$ cat src/shared/ddr_sio_consts.svh
// Purpose: shared constants for the ddr sio sram port, both ends
// Assumes: the x36 variant is built; narrower variant figures kept beside it
// Notes: the link half-cycle count is derived from the link and system clock periods; read latencies are fixed edge counts
`ifndef DDR_SIO_CONSTS_SVH
`define DDR_SIO_CONSTS_SVH

// variant in use: x36, four 9-bit byte lanes, 19 address bits
`define ADDR_W 19
`define DATA_W 36
`define LANE_W 9
`define LANES 4
`define DEPTH (1 << `ADDR_W)

// other variants, kept for reference builds
`define ADDR_W_X8 21
`define ADDR_W_X9 21
`define ADDR_W_X18 20
`define NIB_LANE_W 4
`define NIB_LANES 2

// burst: two words per transaction
`define BURST_LEN 2

// read latency in output clock edges after the capturing input rise
`define LAT_DLL_ON 3
`define LAT_DLL_OFF 2
`define SLOTS 4

// link clock made by the controller from mclk
`define MCLK_PERIOD_NS 20
`define LINK_PERIOD_NS 160
`define LINK_HALF_CYC ((`LINK_PERIOD_NS / `MCLK_PERIOD_NS) / 2)

// reset value of the idle command pins
`define LD_IDLE 1'h1

`endif

$ cat src/shared/ddr_sio_pkg.sv
// Purpose: types shared by the ddr sio sram port ends
// Assumes: ddr_sio_consts.svh supplies the widths
// Notes: holds types only, no numbers of its own
`include "ddr_sio_consts.svh"

package ddr_sio_pkg;
    typedef logic [`ADDR_W-1:0] addr_t;
    typedef logic [`DATA_W-1:0] word_t;
    typedef logic [`LANES-1:0] mask_t;

    // one queued output beat of the read port
    typedef struct packed {
        logic valid;
        word_t data;
    } slot_t;

    // controller command sequencing
    typedef enum logic [1:0] {
        CTL_IDLE,
        CTL_WAIT_RISE,
        CTL_WAIT_FALL
    } ctl_state_t;
endpackage

$ cat src/shared/ddr_sio_link_if.sv
// Purpose: pin bundle between the memory controller and the sram device
// Assumes: both ends run on their own mclk and sample these as async pins
// Notes: read_bus is driven at all times, zero while released; read_oe tells when it carries read data
`timescale 1ns/1ns
`default_nettype none
`include "ddr_sio_consts.svh"

interface ddr_sio_link_if;
    // clocks from the controller
    logic input_timing_p;
    logic input_timing_n;
    logic output_timing_p;
    logic output_timing_n;
    // command and write port
    logic bus_cycle_load_n;
    logic direction_sel;
    logic [`ADDR_W-1:0] word_pointer;
    logic [`DATA_W-1:0] write_bus;
    logic [`LANES-1:0] byte_write_sel_n;
    // static configuration
    logic dll_disable_n;
    logic single_clk_mode;
    // read port and echo clocks from the device
    logic [`DATA_W-1:0] read_bus;
    logic read_oe;
    logic echo_out_p;
    logic echo_out_n;

    modport device (
        input input_timing_p, input_timing_n, output_timing_p, output_timing_n,
        input bus_cycle_load_n, direction_sel, word_pointer, write_bus,
        input byte_write_sel_n, dll_disable_n, single_clk_mode,
        output read_bus, read_oe, echo_out_p, echo_out_n
    );

    modport ctrl (
        output input_timing_p, input_timing_n, output_timing_p, output_timing_n,
        output bus_cycle_load_n, direction_sel, word_pointer, write_bus,
        output byte_write_sel_n, dll_disable_n, single_clk_mode,
        input read_bus, read_oe, echo_out_p, echo_out_n
    );
endinterface

`default_nettype wire

$ cat src/hdl/ddr_sio_ctrl.sv
// Purpose: memory controller end of the ddr sio port, on mclk
// Assumes: one user request per link period; responses cannot stall
// Notes: makes the link clocks by dividing mclk; reads paired by echo edges
`timescale 1ns/1ns
`default_nettype none
`include "ddr_sio_consts.svh"

module ddr_sio_ctrl (
    // system
    input wire logic mclk,
    input wire logic sys_rst,
    // configuration
    input wire logic single_clk_mode,
    input wire logic dll_disable_n,
    // request
    input wire logic req_valid,
    input wire logic req_write,
    input wire ddr_sio_pkg::addr_t req_addr,
    input wire ddr_sio_pkg::word_t req_wdata0,
    input wire ddr_sio_pkg::word_t req_wdata1,
    input wire ddr_sio_pkg::mask_t req_mask0_n,
    input wire ddr_sio_pkg::mask_t req_mask1_n,
    output logic req_ready,
    // read response
    output logic rsp_valid,
    output ddr_sio_pkg::word_t rsp_data0,
    output ddr_sio_pkg::word_t rsp_data1,
    // link pins
    ddr_sio_link_if.ctrl link
);
    import ddr_sio_pkg::*;

    localparam logic [2:0] HALF_LAST = 3'(`LINK_HALF_CYC - 1);

    // clock divider and command state
    ctl_state_t state, next_state;
    logic [2:0] div_cnt, next_div_cnt;
    logic kclk, next_kclk;
    logic kclk_n, clk_out_p, clk_out_n;
    logic ld_n, next_ld_n;
    logic dir, next_dir;
    addr_t addr, next_addr;
    word_t wdata, next_wdata;
    mask_t bws_n, next_bws_n;
    logic held_write, next_held_write;
    word_t held_w1, next_held_w1;
    mask_t held_m1, next_held_m1;
    logic ready, next_ready;
    logic toggle;

    assign toggle = (div_cnt == HALF_LAST);

    // command issue lines up with the divider's rise and fall
    always_comb begin
        next_state = state;
        next_div_cnt = toggle ? 3'h0 : div_cnt + 3'h1;
        next_kclk = toggle ? ~kclk : kclk;
        next_ld_n = ld_n;
        next_dir = dir;
        next_addr = addr;
        next_wdata = wdata;
        next_bws_n = bws_n;
        next_held_write = held_write;
        next_held_w1 = held_w1;
        next_held_m1 = held_m1;
        next_ready = ready;
        unique case (state)
            CTL_IDLE: begin
                next_ready = 1'h1; // ready from the first edge after reset
                if (req_valid && ready) begin
                    next_held_write = req_write;
                    next_addr = req_addr;
                    next_wdata = req_wdata0;
                    next_bws_n = req_mask0_n;
                    next_held_w1 = req_wdata1;
                    next_held_m1 = req_mask1_n;
                    next_ready = 1'h0;
                    next_state = CTL_WAIT_RISE;
                end
            end
            CTL_WAIT_RISE: begin
                if (toggle && !kclk) begin
                    next_ld_n = 1'h0;
                    next_dir = ~held_write;
                    next_state = CTL_WAIT_FALL;
                end
            end
            CTL_WAIT_FALL: begin
                if (toggle && !kclk) begin
                    next_ld_n = `LD_IDLE;
                end
                if (toggle && kclk) begin
                    // second word and its mask change together
                    next_wdata = held_w1;
                    next_bws_n = held_m1;
                    next_ld_n = `LD_IDLE;
                    next_ready = 1'h1;
                    next_state = CTL_IDLE;
                end
            end
        endcase
    end

    always_ff @(posedge mclk or posedge sys_rst) begin
        if (sys_rst) begin
            state <= CTL_IDLE;
            div_cnt <= 3'h0;
            kclk <= 1'h0;
            ld_n <= `LD_IDLE;
            dir <= 1'h1;
            addr <= '0;
            wdata <= '0;
            bws_n <= '1;
            held_write <= 1'h0;
            held_w1 <= '0;
            held_m1 <= '1;
            ready <= 1'h0;
        end else begin
            state <= next_state;
            div_cnt <= next_div_cnt;
            kclk <= next_kclk;
            ld_n <= next_ld_n;
            dir <= next_dir;
            addr <= next_addr;
            wdata <= next_wdata;
            bws_n <= next_bws_n;
            held_write <= next_held_write;
            held_w1 <= next_held_w1;
            held_m1 <= next_held_m1;
            ready <= next_ready;
        end
    end

    // configuration pins registered so every pin leaves a flop
    logic cfg_single, cfg_dll_n;
    always_ff @(posedge mclk or posedge sys_rst) begin
        if (sys_rst) begin
            cfg_single <= 1'h0;
            cfg_dll_n <= 1'h1;
            kclk_n <= 1'h1;
            clk_out_p <= 1'h0;
            clk_out_n <= 1'h1;
        end else begin
            cfg_single <= single_clk_mode;
            cfg_dll_n <= dll_disable_n;
            kclk_n <= ~next_kclk;
            clk_out_p <= single_clk_mode | next_kclk;
            clk_out_n <= single_clk_mode | ~next_kclk;
        end
    end

    assign req_ready = ready;
    assign link.input_timing_p = kclk;
    assign link.input_timing_n = kclk_n;
    // in single clock mode the output pair is parked high
    assign link.output_timing_p = clk_out_p;
    assign link.output_timing_n = clk_out_n;
    assign link.bus_cycle_load_n = ld_n;
    assign link.direction_sel = dir;
    assign link.word_pointer = addr;
    assign link.write_bus = wdata;
    assign link.byte_write_sel_n = bws_n;
    assign link.dll_disable_n = cfg_dll_n;
    assign link.single_clk_mode = cfg_single;

    // read capture: pins through two flops, beats taken on echo edges
    logic [`DATA_W+1:0] rd_meta, rd_sync;
    logic echo_prev;
    logic half, next_half;
    logic next_rsp_valid;
    word_t next_rsp_data0, next_rsp_data1;
    logic s_echo, s_oe;
    word_t s_q;

    assign {s_echo, s_oe, s_q} = rd_sync;

    always_comb begin
        next_half = half;
        next_rsp_valid = 1'h0;
        next_rsp_data0 = rsp_data0;
        next_rsp_data1 = rsp_data1;
        if (s_echo != echo_prev) begin
            if (!s_oe) begin
                next_half = 1'h0;
            end else if (!half) begin
                next_rsp_data0 = s_q;
                next_half = 1'h1;
            end else begin
                next_rsp_data1 = s_q;
                next_rsp_valid = 1'h1;
                next_half = 1'h0;
            end
        end
    end

    always_ff @(posedge mclk or posedge sys_rst) begin
        if (sys_rst) begin
            rd_meta <= '0;
            rd_sync <= '0;
            echo_prev <= 1'h0;
            half <= 1'h0;
            rsp_valid <= 1'h0;
            rsp_data0 <= '0;
            rsp_data1 <= '0;
        end else begin
            rd_meta <= {link.echo_out_p, link.read_oe, link.read_bus};
            rd_sync <= rd_meta;
            echo_prev <= s_echo;
            half <= next_half;
            rsp_valid <= next_rsp_valid;
            rsp_data0 <= next_rsp_data0;
            rsp_data1 <= next_rsp_data1;
        end
    end
endmodule

`default_nettype wire

$ cat src/flat_wrapper.sv
// flat-port wrapper written by rule: the top's interface ports become plain ports
module ddr_sio_ctrl_flat import ddr_sio_pkg::*;
  (mclk, sys_rst, single_clk_mode, dll_disable_n, req_valid, req_write, req_addr, req_wdata0, req_wdata1, req_mask0_n, req_mask1_n, req_ready, rsp_valid, rsp_data0, rsp_data1, link_input_timing_p, link_input_timing_n, link_output_timing_p, link_output_timing_n, link_bus_cycle_load_n, link_direction_sel, link_word_pointer, link_write_bus, link_byte_write_sel_n, link_dll_disable_n, link_single_clk_mode, link_read_bus, link_read_oe, link_echo_out_p, link_echo_out_n);
  ddr_sio_link_if link_i ();
  input wire logic mclk;
  input wire logic sys_rst;
  input wire logic single_clk_mode;
  input wire logic dll_disable_n;
  input wire logic req_valid;
  input wire logic req_write;
  input wire ddr_sio_pkg::addr_t req_addr;
  input wire ddr_sio_pkg::word_t req_wdata0;
  input wire ddr_sio_pkg::word_t req_wdata1;
  input wire ddr_sio_pkg::mask_t req_mask0_n;
  input wire ddr_sio_pkg::mask_t req_mask1_n;
  output logic req_ready;
  output logic rsp_valid;
  output ddr_sio_pkg::word_t rsp_data0;
  output ddr_sio_pkg::word_t rsp_data1;
  output wire logic [$bits(link_i.input_timing_p)-1:0] link_input_timing_p;
  output wire logic [$bits(link_i.input_timing_n)-1:0] link_input_timing_n;
  output wire logic [$bits(link_i.output_timing_p)-1:0] link_output_timing_p;
  output wire logic [$bits(link_i.output_timing_n)-1:0] link_output_timing_n;
  output wire logic [$bits(link_i.bus_cycle_load_n)-1:0] link_bus_cycle_load_n;
  output wire logic [$bits(link_i.direction_sel)-1:0] link_direction_sel;
  output wire logic [$bits(link_i.word_pointer)-1:0] link_word_pointer;
  output wire logic [$bits(link_i.write_bus)-1:0] link_write_bus;
  output wire logic [$bits(link_i.byte_write_sel_n)-1:0] link_byte_write_sel_n;
  output wire logic [$bits(link_i.dll_disable_n)-1:0] link_dll_disable_n;
  output wire logic [$bits(link_i.single_clk_mode)-1:0] link_single_clk_mode;
  input wire logic [$bits(link_i.read_bus)-1:0] link_read_bus;
  input wire logic [$bits(link_i.read_oe)-1:0] link_read_oe;
  input wire logic [$bits(link_i.echo_out_p)-1:0] link_echo_out_p;
  input wire logic [$bits(link_i.echo_out_n)-1:0] link_echo_out_n;
  assign link_input_timing_p = link_i.input_timing_p;
  assign link_input_timing_n = link_i.input_timing_n;
  assign link_output_timing_p = link_i.output_timing_p;
  assign link_output_timing_n = link_i.output_timing_n;
  assign link_bus_cycle_load_n = link_i.bus_cycle_load_n;
  assign link_direction_sel = link_i.direction_sel;
  assign link_word_pointer = link_i.word_pointer;
  assign link_write_bus = link_i.write_bus;
  assign link_byte_write_sel_n = link_i.byte_write_sel_n;
  assign link_dll_disable_n = link_i.dll_disable_n;
  assign link_single_clk_mode = link_i.single_clk_mode;
  assign link_i.read_bus = link_read_bus;
  assign link_i.read_oe = link_read_oe;
  assign link_i.echo_out_p = link_echo_out_p;
  assign link_i.echo_out_n = link_echo_out_n;
  ddr_sio_ctrl u_core (.mclk(mclk), .sys_rst(sys_rst), .single_clk_mode(single_clk_mode), .dll_disable_n(dll_disable_n), .req_valid(req_valid), .req_write(req_write), .req_addr(req_addr), .req_wdata0(req_wdata0), .req_wdata1(req_wdata1), .req_mask0_n(req_mask0_n), .req_mask1_n(req_mask1_n), .req_ready(req_ready), .rsp_valid(rsp_valid), .rsp_data0(rsp_data0), .rsp_data1(rsp_data1), .link(link_i));
endmodule
$ cat config.mk
export PLATFORM = sky130hd
export DESIGN_NAME = ddr_sio_ctrl_flat
export DESIGN_NICKNAME = d
export VERILOG_FILES = /design/src/shared/ddr_sio_pkg.sv /design/src/shared/ddr_sio_link_if.sv /design/src/hdl/ddr_sio_ctrl.sv /design/src/flat_wrapper.sv
export VERILOG_INCLUDE_DIRS = /design/src /design/src/shared
export SDC_FILE = /design/constraint.sdc
export NUM_CORES = 1
export LEC_CHECK = 0
export BUFFER_PORTS_ARGS = -buffer_cell sky130_fd_sc_hd__buf_4
export CELL_PAD_IN_SITES_DETAIL_PLACEMENT = 0
export CELL_PAD_IN_SITES_GLOBAL_PLACEMENT = 1
export CORE_MARGIN = 1
export CORE_UTILIZATION = 45
export CTS_CLUSTER_DIAMETER = 150
export CTS_CLUSTER_SIZE = 12
export DETAILED_ROUTE_END_ITERATION = 8
export GPL_ROUTABILITY_DRIVEN = 0
export HOLD_SLACK_MARGIN = 0.03
export PLACE_DENSITY = 0.81
export SETUP_SLACK_MARGIN = 0.4
export SYNTH_ARGS = -nofsm -noshare
export SYNTH_HDL_FRONTEND = slang
export SYNTH_SLANG_ARGS = --single-unit
$ cat constraint.sdc
create_clock -name mclk -period 16.15 [get_ports mclk]
set_input_delay 0.8075 -clock mclk [delete_from_list [all_inputs] [get_ports mclk]]
set_output_delay 0.8075 -clock mclk [all_outputs]
set_load 0.1 [all_outputs]
==> run_results.csv <==
group,metric,value,unit
logic_synthesis,syn-cell-area,9650,um2
global_routing,grt_overflow_total,0,
floorplanning,start_util,0.459,
cts,numCtsBuffers,26,
logic_synthesis,netlist_instances,542,
logic_synthesis,ys_types,31,
global_routing,grt_pass1_wl,32.4,mm
finish,nNetsFinal,987,
cts,clockBufferDepth,3,
routing,num_vias,5513,
routing,initialDrtViolationCount,133,
cts,clk_latency,0.51,ns
floorplanning,top_level_ports,285,
routing,via_per_inst,4.87,
sta,fin_skew,0.0167,ns
routing,route.detailed.drc,0,
floorplanning,die_area,22000,um2
sta,min_period,2.70,ns
floorplanning,die_w,148,um
sta,fmax,371,MHz
global_routing,top_usage_layer,"met2",
sta,fin_tns_setup,0,ns
sta,drv_slew,0,
setup_path,critPathCaptureType,"async pin",
sta,slew_headroom,0.298,
sta,setup_slack,13.45,ns
setup_path,arrival,3.25,ns
min_path,hp-class,"reg -> reg",
cts,hold_buffers,0,
floorplanning,rows,53,
global_routing,grt_util_met3,0.0623,
logic_synthesis,yosys.area.top_type_share,0.654,
finish,antenna_cells,0,
run,drv_cap,0,
logic_synthesis,synth_area_leaders,"dfrtp_1, mux2_2, mux2_4",
placement,place_hpwl,14.0,mm
logic_synthesis,synth.avg_cell_area,17.8,um2
logic_synthesis,synth-warning-count,0,
placement,post-place-ws,12.74,ns
cts,cts-root-buf,"clkbuf_16",
cts,post_cts_resize_count,0,
placement,port_buffers,283,
logic_synthesis,ys_seq_area_frac,0.689,
outcome,status,"finished, final reports clean",
sta,worst_pin_slew,1.05,ns
cts,cts_tree,"built",
finish,drive_above_1_share,0.635,
global_routing,antenna_found_initial,0,
global_routing,grtUsageMet1,0.235,
cts,clk_pin_slew,0.06,ns
logic_synthesis,syn-num-nets,692,
global_routing,grt_pass1_vias,6021,
setup_path,required,16.70,ns
global_routing,grt_use_met2,0.309,
cts,cts.htree.levels,1,
floorplanning,fp.dieH,148,um
setup_path,worstSetupPathType,"in -> async",
global_routing,grt_max_degree,122,
global_routing,track_usage,0.186,
setup_path,critPathLaunchType,"primary input",
sta,hold_viol_final,0,
sta,post-route-period-util,0.167,
finish,syn_to_final_growth,32.2,%
routing,avgRoutedWirePerCell,17.9,um
floorplanning,core-area,21000,um2
logic_synthesis,yosysTopAreaCell,"dfrtp_1",
routing,wirelength,20.2,mm
cts,post-cts-setup-buffers,0,
routing,drtAntennaViolNets,0,
sta,finalSetupViolations,0,
logic_synthesis,ys_seq_elements,265,
routing,drt-pass1-iter-count,4,
cts,cts_num_sinks,265,
setup_path,cp_max_fo,121,
sta,rsz0062_at_grt,"false",
## registers in the layout, summed over array words and instances (netlist names), 2 cells and up
name,count
u_core.rd_meta,38
u_core.rd_sync,38
u_core.held_w1,36
u_core.link.write_bus,36
u_core.rsp_data0,36
u_core.rsp_data1,36
u_core.link.word_pointer,19
u_core.held_m1,4
u_core.link.byte_write_sel_n,4
u_core.div_cnt,3
u_core.state,2
## worst max-delay path, cell delays in order
cell   delay [ns]
buf_4        0.13
inv_8        0.51
buf_4        0.92
buf_4        0.73
## per-layer routing
layer	up-vias	wire length [um]
li1	2479	-
met1	2802	8160
met2	204	9960
met3	28	1780
met4	0	321
met5	-	0
## area by class of cell
type / instances / area (um2)
Clock inverter: 1 / 11.3
Inverter: 7 / 33.8
Sequential cell: 265 / 6650
Tap cell: 275 / 344
Fill cell: 1610 / 8270
Multi-Input combinational cell: 248 / 2800
Clock buffer: 47 / 751
Timing Repair Buffer: 289 / 2170
## Yosys cell counts
library cell	count
nor2b_1	5
or2_2	1
mux2i_1	1
dfstp_2	13
mux2_4	29
a21o_1	1
buf_4	5
mux2_1	8
ha_1	6
and3_1	1
nor2b_2	1
o21ai_0	5
nand3_1	1
nor3_2	1
nor3b_1	2
nor2_1	3
buf_2	7
clkbuf_1	3
nand3_4	1
buf_12	3
a21oi_1	1
a21boi_2	1
nand2_1	1
mux2_2	175
buf_6	4
nor3_1	1
inv_1	7
dfrtp_1	252
xor2_2	1
nand2b_1	1
o32a_1	1
## metrics by stage
| stage | cells | hold WS [ns] | cell area (um2) | utilization |
|---|---|---|---|---|
| after global routing | 1132 | 0.354 | 12800 | 0.607 |
| after detailed placement | 1084 | 0.335 | 12000 | 0.571 |
| final | 1132 | 0.344 | 12800 | 0.607 |
| after global placement | 1084 | 0.331 | 12000 | 0.571 |
| after floorplan | 542 | 0.331 | 9650 | - |
| after CTS | 1132 | 0.342 | 12800 | 0.607 |
## cells in the final DEF, fill, tap and decap left out, types with 2 or more instances in the layout
cell	synthesis	layout
nor2_1	3	3
o21ai_0	5	5
inv_1	7	6
dfstp_2	13	13
mux2_2	175	175
nor2b_1	5	5
ha_1	6	5
nor3b_1	2	2
buf_4	5	289
mux2_1	8	8
dfrtp_1	252	252
clkbuf_1	3	20
inv_8	0	2
clkbuf_16	0	27
mux2_4	29	29
## worst paths after layout
check	to	from	cells past startpoint	slack [ns]
max	u_core.held_w1[35]	sys_rst	4	13.45
min	u_core.rd_sync[6]	u_core.rd_meta[6]	0	0.34
max reg2reg	u_core.link.write_bus[21]	u_core.state[0]	7	13.57
min reg2reg	u_core.rd_sync[6]	u_core.rd_meta[6]	0	0.34
max in group mclk	u_core.link.write_bus[21]	u_core.state[0]	7	13.57
min in group asynchronous	u_core.rd_sync[29]	sys_rst	2	0.43
## logic make-up after synthesis
family | share of synthesized area
flops | 0.689
mux | 0.260
buf+inv | 0.0223
simple gates | 0.0131
compound gates | 0.00610
fa+ha+maj | 0.00778
xor+xnor | 0.00169
Power is left out: the tool's default activity adds up to more than one toggle a clock period on the data nets, which glitch-free logic cannot reach.
